$ cat config.mk
export PLATFORM = sky130hd
export DESIGN_NAME = dasf_core
export DESIGN_NICKNAME = d
export VERILOG_FILES = /design/src/rtl/dasf_pkg.sv /design/src/rtl/dasf_alu.sv /design/src/rtl/dasf_core.sv
export SDC_FILE = /design/constraint.sdc
export NUM_CORES = 1
export LEC_CHECK = 0
export ABC_AREA = 1
export BUFFER_PORTS_ARGS = -buffer_cell sky130_fd_sc_hd__buf_2
export CORE_MARGIN = 8
export CORE_UTILIZATION = 45
export DETAILED_ROUTE_END_ITERATION = 10
export GPL_TIMING_DRIVEN = 0
export PLACE_DENSITY = 0.74
export SLEW_MARGIN = 15
export SYNTH_ARGS = -nofsm -noshare
export SYNTH_HDL_FRONTEND = slang
export SYNTH_HIERARCHICAL = 1
export SYNTH_SLANG_ARGS = --single-unit
$ cat constraint.sdc
create_clock -name i_sys_clk -period 10 [get_ports i_sys_clk]
set_input_delay 2 -clock i_sys_clk [delete_from_list [all_inputs] [get_ports i_sys_clk]]
set_output_delay 2 -clock i_sys_clk [all_outputs]
set_load 0.05 [all_outputs]
$ cat src/rtl/dasf_pkg.sv
/*
 * Shared constants and types of the data addressing and status flag core.
 * Assumes a 12-bit data space and a 32-bit register bus with byte addresses.
 */
package dasf_pkg;

    // Operation codes decoded by the pipeline ahead of this block.
    typedef enum logic [3:0] {
        ALU_ADD   = 4'h0,
        ALU_SUB   = 4'h1,
        ALU_AND   = 4'h2,
        ALU_IOR   = 4'h3,
        ALU_XOR   = 4'h4,
        ALU_MOVE  = 4'h5,
        ALU_CLEAR = 4'h6,
        ALU_RLC   = 4'h7,
        ALU_RRC   = 4'h8,
        ALU_SWAP  = 4'h9,
        ALU_BCLR  = 4'ha,
        ALU_BSET  = 4'hb,
        ALU_STORE = 4'hc,
        ALU_JUMP  = 4'hd
    } dasf_op_e;

    // Flag positions inside the status register.
    localparam int FLAG_C   = 0;
    localparam int FLAG_NC  = 1;
    localparam int FLAG_Z   = 2;
    localparam int FLAG_OV  = 3;
    localparam int FLAG_NEG = 4;
    localparam int FLAG_W   = 5;

    // Data space map of the status register and indirect operands.
    localparam logic [11:0] STATUS_ADDR  = 12'hfd8;
    localparam logic [11:0] IND_BASE     = 12'hfef;
    localparam logic [11:0] IND_STRIDE   = 12'h008;
    localparam logic [11:0] OFS_PLAIN    = 12'h000;
    localparam logic [11:0] OFS_POST_INCREMENT_OPERAND  = 12'h001;
    localparam logic [11:0] OFS_POST_DECREMENT_OPERAND  = 12'h002;
    localparam logic [11:0] OFS_PRE_INCREMENT_OPERAND   = 12'h003;
    localparam logic [11:0] OFS_OFFSET_BY_ACCUMULATOR_OPERAND    = 12'h004;
    localparam logic [7:0]  ACCESS_SPLIT = 8'h80;
    localparam logic [3:0]  ACCESS_HIGH  = 4'hf;
    localparam logic [3:0]  ACCESS_LOW   = 4'h0;
    localparam int          NUM_PTR      = 3;

    // Register bus byte offsets.
    localparam logic [7:0] REG_FLAGS  = 8'h00;
    localparam logic [7:0] REG_BANK   = 8'h04;
    localparam logic [7:0] REG_ACC    = 8'h08;
    localparam logic [7:0] REG_PTR0   = 8'h0c;
    localparam logic [7:0] REG_STRIDE = 8'h04;

endpackage

$ cat src/rtl/dasf_alu.sv
/*
 * Combinational arithmetic unit: result, new flags and the mask of flags
 * that the operation affects. Assumes operands are already selected.
 */
`timescale 1ns/100ps
module dasf_alu (
    // Operation and operands.
    input  wire logic [3:0] i_op,
    input  wire logic [7:0] i_src,
    input  wire logic [7:0] i_acc,
    input  wire logic [2:0] i_bit,
    input  wire logic       i_carry,
    // Results.
    output logic [7:0]      o_result,
    output logic [4:0]      o_flags,
    output logic [4:0]      o_mask
);
    logic [7:0] addend;
    logic [8:0] sum;
    logic [4:0] nib;
    logic       arith;
    logic       rot;

    // Subtraction adds the inverted accumulator plus one.
    // borrow by complement
    assign addend = (i_op == dasf_pkg::ALU_SUB) ? ~i_acc : i_acc;
    assign arith  = (i_op == dasf_pkg::ALU_ADD) || (i_op == dasf_pkg::ALU_SUB);
    assign rot    = (i_op == dasf_pkg::ALU_RLC) || (i_op == dasf_pkg::ALU_RRC);
    assign sum    = {1'b0, i_src} + {1'b0, addend} + {8'h00, (i_op == dasf_pkg::ALU_SUB)};
    assign nib    = {1'b0, i_src[3:0]} + {1'b0, addend[3:0]}
                  + {4'h0, (i_op == dasf_pkg::ALU_SUB)};

    // Result selection per operation.
    always_comb begin
        case (i_op)
            dasf_pkg::ALU_ADD, dasf_pkg::ALU_SUB: o_result = sum[7:0];
            dasf_pkg::ALU_AND:   o_result = i_src & i_acc;
            dasf_pkg::ALU_IOR:   o_result = i_src | i_acc;
            dasf_pkg::ALU_XOR:   o_result = i_src ^ i_acc;
            dasf_pkg::ALU_CLEAR: o_result = 8'h00;
            dasf_pkg::ALU_RLC:   o_result = {i_src[6:0], i_carry};
            dasf_pkg::ALU_RRC:   o_result = {i_carry, i_src[7:1]};
            dasf_pkg::ALU_SWAP:  o_result = {i_src[3:0], i_src[7:4]};
            dasf_pkg::ALU_BCLR:  o_result = i_src & ~(8'h01 << i_bit);
            dasf_pkg::ALU_BSET:  o_result = i_src | (8'h01 << i_bit);
            dasf_pkg::ALU_STORE: o_result = i_acc;
            default:             o_result = i_src;
        endcase
    end

    // New flag values and which of them this operation owns.
    always_comb begin
        o_flags = 5'h00;
        o_mask  = 5'h00;
        o_flags[dasf_pkg::FLAG_NEG] = o_result[7];
        o_flags[dasf_pkg::FLAG_Z]   = (o_result == 8'h00);
        o_flags[dasf_pkg::FLAG_OV]  = (i_src[7] == addend[7]) && (sum[7] != i_src[7]);
        if (arith) begin
            o_flags[dasf_pkg::FLAG_NC] = nib[4];
            o_flags[dasf_pkg::FLAG_C]  = sum[8];
            o_mask = 5'h1f;
        end else if (rot) begin
            o_flags[dasf_pkg::FLAG_NC] = (i_op == dasf_pkg::ALU_RLC) ? i_src[3] : i_src[4];
            o_flags[dasf_pkg::FLAG_C]  = (i_op == dasf_pkg::ALU_RLC) ? i_src[7] : i_src[0];
            o_mask = 5'h17;
        end else if (i_op == dasf_pkg::ALU_CLEAR) begin
            o_mask = 5'h04;
        end else if (i_op <= dasf_pkg::ALU_MOVE) begin
            o_mask = 5'h14;
        end
    end
endmodule

$ cat src/rtl/dasf_core.sv
/*
 * Data addressing and status flag core: forms data addresses, routes the
 * result and keeps the status, bank, accumulator and pointer registers.
 * Assumes the pipeline presents one operation per i_ex_valid pulse with
 * its source operand already read from data memory.
 */
// Added by the designer: the Avalon-MM register port and the placing of the registers.
`timescale 1ns/100ps

// How it works
// - Flag-affecting op aimed at status stores its flags, not its result.
// - Status bits 7 to 5 read zero and ignore writes.
// - Negative flag copies result bit 7.
// - Overflow flag set when signed result changes sign wrongly.
// - Zero flag set when result equals zero.
// - Add and subtract load nibble carry from bit 3 carry out.
// - Add and subtract load carry from bit 7 carry out.
// - Subtract adds the complement, so carries mean not-borrow.
// - Rotates load nibble carry from source bit 3 or bit 4.
// - Rotates load carry from source bit 7 or bit 0.
// - Literal ops take opcode operand; jumps carry a 20-bit target.
// - Banked direct address is bank register joined with 8-bit field.
// - Access direct address maps into the access bank.
// - Full 12-bit opcode address is used as is.
// - Destination bit one writes memory, zero writes accumulator; literal ops write accumulator, full-mode, bit and store ops memory.
// - Three 12-bit pointers built from low byte and high nibble.
// - Indirect operand addresses reach the location the pointer holds.
// - Indirect target ignores bank register and access bit.
// - Post modes step after access, pre-increment steps before.
// - Offset mode adds signed accumulator, changes nothing.
// - Pointer steps ripple over twelve bits and touch no flag.
module dasf_core (
    // Clock and reset.
    input  wire logic        i_sys_clk,
    input  wire logic        i_reset,
    // Operation from the pipeline.
    input  wire logic        i_ex_valid,
    input  wire logic [3:0]  i_ex_op,
    input  wire logic [7:0]  i_ex_file,
    input  wire logic        i_ex_access,
    input  wire logic        i_ex_dest,
    input  wire logic [2:0]  i_ex_bit,
    input  wire logic        i_ex_literal_mode,
    input  wire logic [7:0]  i_ex_literal,
    input  wire logic        i_ex_full_mode,
    input  wire logic [11:0] i_ex_full_addr,
    input  wire logic [19:0] i_ex_prog_addr,
    input  wire logic [7:0]  i_ex_operand,
    // Write-back toward data memory and program counter.
    output logic [11:0]      o_wb_addr,
    output logic [7:0]       o_wb_data,
    output logic             o_wb_mem_we,
    output logic [19:0]      o_pc_target,
    output logic             o_pc_load,
    output logic [7:0]       o_acc,
    output logic [7:0]       o_alu_flags,
    // Avalon-MM register slave.
    input  wire logic [7:0]  i_avs_address,
    input  wire logic        i_avs_read,
    input  wire logic        i_avs_write,
    input  wire logic [31:0] i_avs_writedata,
    input  wire logic [3:0]  i_avs_byteenable,
    output logic [31:0]      o_avs_readdata,
    output logic             o_avs_waitrequest
);
    localparam int NP = dasf_pkg::NUM_PTR;

    logic [4:0]  flags_q;
    logic [3:0]  bank_q;
    logic [7:0]  acc_q;
    logic [11:0] ptr_q   [NP];
    logic [11:0] ptr_d   [NP];
    logic [11:0] ind_tgt [NP];
    logic [NP-1:0] ind_hit;
    logic [11:0] raw_addr;
    logic [11:0] tgt_addr;
    logic [7:0]  src;
    logic [7:0]  result;
    logic [4:0]  new_flags;
    logic [4:0]  mask;
    logic        is_jump;
    logic        dest_mem;
    logic        hit_status;
    logic        acc_we;
    logic        ack_q;
    logic        bus_req;
    logic        bus_wr;

    // Direct address forming before any indirect substitution.
    always_comb begin
        if (i_ex_full_mode) begin
            raw_addr = i_ex_full_addr;
        end else if (i_ex_access) begin
            raw_addr = {bank_q, i_ex_file};
        end else if (i_ex_file >= dasf_pkg::ACCESS_SPLIT) begin
            raw_addr = {dasf_pkg::ACCESS_HIGH, i_ex_file};
        end else begin
            raw_addr = {dasf_pkg::ACCESS_LOW, i_ex_file};
        end
    end

    // Each pointer decodes its five operand addresses and its next value.
    generate
        for (genvar n = 0; n < NP; n++) begin : g_ptr
            localparam logic [11:0] BASE = dasf_pkg::IND_BASE
                                         - 12'(n * dasf_pkg::IND_STRIDE);
            logic [11:0] diff;
            assign diff = BASE - raw_addr;

            // Operand decode; stepping only where the mode asks for it.
            always_comb begin
                ind_hit[n] = 1'b1;
                ind_tgt[n] = ptr_q[n];
                ptr_d[n]   = ptr_q[n];
                case (diff)
                    dasf_pkg::OFS_PLAIN: ind_tgt[n] = ptr_q[n];
                    dasf_pkg::OFS_POST_INCREMENT_OPERAND: ptr_d[n] = ptr_q[n] + 12'h001;
                    dasf_pkg::OFS_POST_DECREMENT_OPERAND: ptr_d[n] = ptr_q[n] - 12'h001;
                    dasf_pkg::OFS_PRE_INCREMENT_OPERAND: begin
                        ind_tgt[n] = ptr_q[n] + 12'h001;
                        ptr_d[n]   = ptr_q[n] + 12'h001;
                    end
                    dasf_pkg::OFS_OFFSET_BY_ACCUMULATOR_OPERAND: ind_tgt[n] = ptr_q[n] + {{4{acc_q[7]}}, acc_q};
                    default: ind_hit[n] = 1'b0;
                endcase
            end

            // Pointer storage; bus writes yield to any operation addressing it, stepping or not.
            // twelve-bit pointer step
            always_ff @(posedge i_sys_clk) begin
                if (i_reset) begin
                    ptr_q[n] <= 12'h000;
                end else if (i_ex_valid && ind_hit[n] && !i_ex_literal_mode) begin
                    ptr_q[n] <= ptr_d[n];
                end else if (bus_wr && i_avs_address == dasf_pkg::REG_PTR0
                             + 8'(n * dasf_pkg::REG_STRIDE)) begin
                    if (i_avs_byteenable[0]) ptr_q[n][7:0] <= i_avs_writedata[7:0];
                    if (i_avs_byteenable[1]) ptr_q[n][11:8] <= i_avs_writedata[11:8];
                end
            end
        end
    endgenerate

    // Indirect operands replace the direct address with the pointer target.
    always_comb begin
        tgt_addr = raw_addr;
        for (int n = NP - 1; n >= 0; n--) begin
            if (ind_hit[n]) tgt_addr = ind_tgt[n];
        end
    end

    // Operand and destination selection.
    assign hit_status = (tgt_addr == dasf_pkg::STATUS_ADDR) && !i_ex_literal_mode;
    assign is_jump    = (i_ex_op == dasf_pkg::ALU_JUMP);
    assign src = i_ex_literal_mode ? i_ex_literal
               : hit_status ? {3'b000, flags_q} : i_ex_operand;
    assign dest_mem = !i_ex_literal_mode && !is_jump
                   && (i_ex_dest || i_ex_full_mode || i_ex_op >= dasf_pkg::ALU_BCLR);
    assign acc_we   = i_ex_valid && !dest_mem
                   && !is_jump;

    dasf_alu u_alu (
        .i_op     (i_ex_op),
        .i_src    (src),
        .i_acc    (acc_q),
        .i_bit    (i_ex_bit),
        .i_carry  (flags_q[dasf_pkg::FLAG_C]),
        .o_result (result),
        .o_flags  (new_flags),
        .o_mask   (mask)
    );

    // Status flags; an operation's own flags win over a bus write.
    // neutral ops hold flags unless stored to status
    always_ff @(posedge i_sys_clk) begin
        if (i_reset) begin
            flags_q <= 5'h00;
        end else if (i_ex_valid && mask != 5'h00) begin
            flags_q <= (flags_q & ~mask) | (new_flags & mask);
        end else if (i_ex_valid && dest_mem && hit_status) begin
            flags_q <= result[4:0];
        end else if (bus_wr && i_avs_address == dasf_pkg::REG_FLAGS && i_avs_byteenable[0]) begin
            flags_q <= i_avs_writedata[4:0];
        end
    end

    // Accumulator and bank register.
    always_ff @(posedge i_sys_clk) begin
        if (i_reset) begin
            acc_q  <= 8'h00;
            bank_q <= 4'h0;
        end else begin
            if (acc_we) begin
                acc_q <= result;
            end else if (bus_wr && i_avs_address == dasf_pkg::REG_ACC && i_avs_byteenable[0]) begin
                acc_q <= i_avs_writedata[7:0];
            end
            if (bus_wr && i_avs_address == dasf_pkg::REG_BANK && i_avs_byteenable[0]) begin
                bank_q <= i_avs_writedata[3:0];
            end
        end
    end

    // Write-back stage. The status register lives here, so a result aimed
    // at it never reaches data memory.
    always_ff @(posedge i_sys_clk) begin
        if (i_reset) begin
            o_wb_addr   <= 12'h000;
            o_wb_data   <= 8'h00;
            o_wb_mem_we <= 1'b0;
            o_pc_target <= 20'h00000;
            o_pc_load   <= 1'b0;
        end else begin
            o_wb_mem_we <= i_ex_valid && dest_mem && !hit_status;
            o_pc_load   <= i_ex_valid && is_jump;
            if (i_ex_valid) begin
                o_wb_addr <= tgt_addr;
                o_wb_data <= result;
            end
            if (i_ex_valid && is_jump) begin
                o_pc_target <= i_ex_prog_addr;
            end
        end
    end

    assign o_acc       = acc_q;
    assign o_alu_flags = {3'b000, flags_q};

    // Bus slave: one wait cycle, then the answer. Taking one cycle keeps
    // read data registered at the cost of a slower bus.
    assign bus_req           = i_avs_read || i_avs_write;
    assign bus_wr            = i_avs_write && ack_q;
    assign o_avs_waitrequest = bus_req && !ack_q;

    // Acknowledge toggles low-high across each access.
    always_ff @(posedge i_sys_clk) begin
        if (i_reset) begin
            ack_q <= 1'b0;
        end else begin
            ack_q <= bus_req && !ack_q;
        end
    end

    // Read data captured during the wait cycle; unmapped reads give zero.
    always_ff @(posedge i_sys_clk) begin
        if (i_reset) begin
            o_avs_readdata <= 32'h0000_0000;
        end else if (i_avs_read && !ack_q) begin
            o_avs_readdata <= 32'h0000_0000;
            case (i_avs_address)
                dasf_pkg::REG_FLAGS: o_avs_readdata[7:0] <= o_alu_flags;
                dasf_pkg::REG_BANK:  o_avs_readdata[3:0] <= bank_q;
                dasf_pkg::REG_ACC:   o_avs_readdata[7:0] <= acc_q;
                default: begin
                    for (int n = 0; n < NP; n++) begin
                        if (i_avs_address == dasf_pkg::REG_PTR0
                            + 8'(n * dasf_pkg::REG_STRIDE)) begin
                            o_avs_readdata[11:0] <= ptr_q[n];
                        end
                    end
                end
            endcase
        end
    end

    // Checks of the datapath against its contract.
    property p_status_dest;
        @(posedge i_sys_clk) disable iff (i_reset)
        (i_ex_valid && hit_status && mask != 5'h00)
            |=> !o_wb_mem_we && o_alu_flags[4:0] == (($past(flags_q) & ~$past(mask))
                                                  | ($past(new_flags) & $past(mask)));
    endproperty
    a_status_dest: assert property (p_status_dest) else $error("status dest wrote result");

    property p_upper_zero;
        @(posedge i_sys_clk) disable iff (i_reset)
        (bus_wr && i_avs_address == dasf_pkg::REG_FLAGS && i_avs_byteenable[0] && !i_ex_valid)
            |=> o_alu_flags == {3'b000, $past(i_avs_writedata[4:0])};
    endproperty
    a_upper_zero: assert property (p_upper_zero) else $error("status upper bits set");

    property p_neg_zero;
        @(posedge i_sys_clk) disable iff (i_reset)
        (i_ex_valid && i_ex_op == dasf_pkg::ALU_AND && !hit_status)
            |=> o_alu_flags[4] == o_wb_data[7] && o_alu_flags[2] == (o_wb_data == 8'h00);
    endproperty
    a_neg_zero: assert property (p_neg_zero) else $error("neg or zero flag wrong");

    property p_add_carry;
        @(posedge i_sys_clk) disable iff (i_reset)
        (i_ex_valid && i_ex_op == dasf_pkg::ALU_ADD && !hit_status)
            |=> o_alu_flags[0] == (({1'b0, $past(src)} + {1'b0, $past(acc_q)}) > 9'h0ff);
    endproperty
    a_add_carry: assert property (p_add_carry) else $error("add carry wrong");

    property p_sub_borrow;
        @(posedge i_sys_clk) disable iff (i_reset)
        (i_ex_valid && i_ex_op == dasf_pkg::ALU_SUB && !hit_status)
            |=> o_alu_flags[0] == ($past(src) >= $past(acc_q));
    endproperty
    a_sub_borrow: assert property (p_sub_borrow) else $error("sub borrow wrong");

    property p_banked;
        @(posedge i_sys_clk) disable iff (i_reset)
        (i_ex_valid && i_ex_access && !i_ex_full_mode && bank_q != 4'hf)
            |=> o_wb_addr == {$past(bank_q), $past(i_ex_file)};
    endproperty
    a_banked: assert property (p_banked) else $error("banked address wrong");

    property p_dest_acc;
        @(posedge i_sys_clk) disable iff (i_reset)
        (i_ex_valid && !i_ex_dest && i_ex_op <= dasf_pkg::ALU_SWAP && !i_ex_full_mode)
            |=> !o_wb_mem_we && o_acc == o_wb_data;
    endproperty
    a_dest_acc: assert property (p_dest_acc) else $error("result not in accumulator");

    property p_post_increment_operand;
        @(posedge i_sys_clk) disable iff (i_reset)
        (i_ex_valid && !i_ex_literal_mode && raw_addr == dasf_pkg::IND_BASE
         - dasf_pkg::OFS_POST_INCREMENT_OPERAND)
            |=> o_wb_addr == $past(ptr_q[0]) && ptr_q[0] == $past(ptr_q[0]) + 12'h001;
    endproperty
    a_post_increment_operand: assert property (p_post_increment_operand) else $error("post increment wrong");

    property p_neutral;
        @(posedge i_sys_clk) disable iff (i_reset)
        (i_ex_valid && i_ex_op == dasf_pkg::ALU_SWAP && !hit_status && !bus_wr)
            |=> $stable(o_alu_flags);
    endproperty
    a_neutral: assert property (p_neutral) else $error("neutral op moved flags");

    c_status_dest: cover property (@(posedge i_sys_clk) i_ex_valid && hit_status && mask != 5'h00);
    c_offset_by_accumulator_operand:       cover property (@(posedge i_sys_clk) i_ex_valid && ind_hit[0]
                                   && raw_addr == dasf_pkg::IND_BASE - dasf_pkg::OFS_OFFSET_BY_ACCUMULATOR_OPERAND);
    c_bus_read:    cover property (@(posedge i_sys_clk) i_avs_read && ack_q);
endmodule

==> results.md <==
* Status: finished, final reports clean
* Vias at 14400
* M1 GR Usage at 38.1%
* Leak at 0.00690 uW
* Max cap viols at 0
* Async set-reset flop share out of synthesis at 0%
* Commonest non-fill, non-tap cell in the layout: nand2_1
* Synth Instances at 2053
* Most frequent CP cell: nand2_1
* Num ports at 207
* Final Setup Violations at 0
* Maximum clock rate at 0.132 GHz
* WP buf/inv at 7
* CTS Sinks at approximately 110
* Min Tclk post-route at 7560 ps
* Hold Path Class: register to register
* CTS max path bufs at 2
* GRT busiest layer: met2
* Total grt overflow at 0
* Synth cell types at 62
* DRC Markers at 0
* Crit end category: register
* Top Family by Delay on Critical Path: simple AND/OR/NAND/NOR gates
* Post-synthesis average cell area at 6.00 um^2
* Dominant synthesized flop cell: dfxtp_1
* # rows at 60
* Layout cells sized above 1 at 14.2%
* Final Slew Violations at 0
* Initial Utilization at between 40% and 50%
* CP Launch Type: input pin
* Vias/cell at 5.58
* Largest net degree at the start of global routing at 21
* Final Wtd Congestion at about 1.0
* # nets final at 2415
* Skew final at 21.1 ps
* VDD IR max at 0.0000824 V
* Antenna Diode Count at 0
* Hold Violations, Final at 0
* Number of global-route vias before repair at 13300
* Crit path max fanout at 10
* Hold slack at 461 ps
* Crit Path Class: input pin to register
* HPWL Detailed at 42500 um
* Worst path arrival time at 7850 ps
* H-tree depth at 3
* CTS Buf Count at 9
* # Post-CTS Setup Buffers at 0
* Routed wire length at 52200 um
* Cell Pwr Density at 95.8 nW/um^2
* Worst Max-Slew Pin Slew at approximately 1300 ps
* Tcrit/Tclk final at around three quarters
* Register area share after synthesis at 20.5%
* Area Growth Syn to Fin at 13.0%
* CTS resizes at 0
* Max-slew headroom at 14.9%
* YS warnings at 6
* EDFF count, synth at 36
* Core Region at approximately 27000 um^2
* Slowest cell delay on critical path at 400 ps
* DR WL/cell at slightly above 20 um
* Die area at between 30000 and 40000 um^2
* CTS tree: done
* Overall power at ~1300 uW
* Commonest non-fill, non-tap cells in the layout: nand2_1, inv_1, nand3_1, nor2_1, buf_2
* I/O Buffers at 158
* FF+latch count, synth at 108
* Routing usage on met2 at 52.1%
* Post-CTS Hold Fix Bufs at 0
* Grt met3 use at between 4 and 5%
* Clock transition time at the flip-flop clock pins of the worst setup and hold paths at approximately 80 ps
* Starting DRC count in detailed routing at 1737
* Worst-Skew Late Latency at 370 ps
* Die width at 181 um
* Critical-path top delay cell: a21boi_4
* First-pass GRT wire length at around 80000 um
* Initial antenna violation count at 2
* Post-Syn Area at 12300 um^2
* Clock Tree Root: clkbuf_16
* RSZ-0062 raised after global routing: no
* Die Y at 181 um
* Setup total negative slack at 0 ps
* Overall Global Routing Usage at 30.6%
* Critical Path RT at 10280 ps
* DR pass1 iterations at 6
* ANT nets after route at 0
==> cell type report <==
class	count	area, um^2
Sequential cell	108	2520
Inverter	266	1000
Clock inverter	6	62.6
Multi-Input combinational cell	1617	8400
Clock buffer	10	239
Tap cell	341	427
Timing Repair Buffer	158	791
Buffer	84	473
Fill cell	2841	13000
==> cell usage after synthesis, types with 3 or more instances <==
master / count / area, um^2
xnor2_1: 15 / 131
nand3_1: 227 / 1140
o22ai_1: 20 / 125
nand3_2: 5 / 50.1
o221ai_1: 3 / 26.3
or2_2: 13 / 81.3
nor3_1: 31 / 155
nand3b_1: 5 / 37.5
ha_1: 51 / 638
nand2_4: 4 / 45.0
o21ai_0: 93 / 465
clkinv_1: 5 / 18.8
a221oi_1: 10 / 87.6
a211oi_1: 7 / 52.6
edfxtp_1: 36 / 1080
a21oi_1: 115 / 576
inv_1: 241 / 905
o32ai_1: 4 / 35.0
nand4_1: 31 / 194
a21o_1: 3 / 22.5
buf_6: 3 / 33.8
a31oi_1: 13 / 81.3
nor2_2: 15 / 93.8
fa_1: 4 / 80.1
dfxtp_1: 72 / 1440
nand2_2: 22 / 138
clkbuf_1: 38 / 143
o21a_1: 3 / 22.5
nand2_1: 554 / 2080
buf_1: 3 / 11.3
nand4_4: 3 / 63.8
nor2_1: 219 / 822
buf_2: 9 / 45.0
buf_4: 30 / 225
xor2_1: 59 / 517
o21ai_1: 14 / 70.1
nor2_4: 8 / 90.1
o211ai_1: 16 / 120
inv_2: 19 / 71.3
==> cells by family after synthesis <==
logic type	share of synthesized area, %
fa+ha+maj	5.83
compound gates	14.7
flops	20.5
other cells	0.0305
xor+xnor	5.26
simple gates	41.7
buf+inv	12.0
==> metal layers <==
layer,wire [um],vias to the layer above
li1,-,7083
met1,21500,6672
met2,24600,577
met3,3810,107
met4,2190,4
met5,22,-
==> stage by stage <==
step | utilization, % | cell area (um^2) | instances | setup slack [ps]
final | 51.6 | 13900 | 2590 | 2440
after global routing | 51.6 | 13900 | 2590 | 1970
after CTS | 51.6 | 13900 | 2590 | 2490
after detailed placement | 50.5 | 13600 | 2574 | 2130
after global placement | 50.5 | 13600 | 2574 | 2140
after floorplan | - | 12400 | 2075 | 3480
==> where the power goes <==
part / internal, uW / leakage [uW] / switching [uW]
Combinational: 130 / 0.00579 / 323
Clock: 184 / 0.000152 / 194
Sequential: 471 / 0.000960 / 31.3
==> tightest hold or removal path, stage by stage, from the launching register on <==
cell,delay (ps)
dfxtp_1,310
nand2_1,60
a21oi_1,50
==> final timing paths <==
kind	start	endpoint	slack (ps)	cells after the start
setup / recovery	i_ex_full_mode	register	2440	43
hold reg to reg	o_pc_target[17]	o_pc_target[17]	460	2
hold / removal	o_pc_target[17]	o_pc_target[17]	460	2
setup reg to reg	o_acc[7]	register	3560	38
==> sequential cells by signal, indices dropped and copies added (netlist names), 4 cells and up, named ones only <==
signal          cells
o_acc               8
o_avs_readdata     12
o_wb_data           8
o_pc_target        20
bank_q              4
ptr_q              36
o_wb_addr          12
Note: power is estimated with default switching activity, not from simulation.
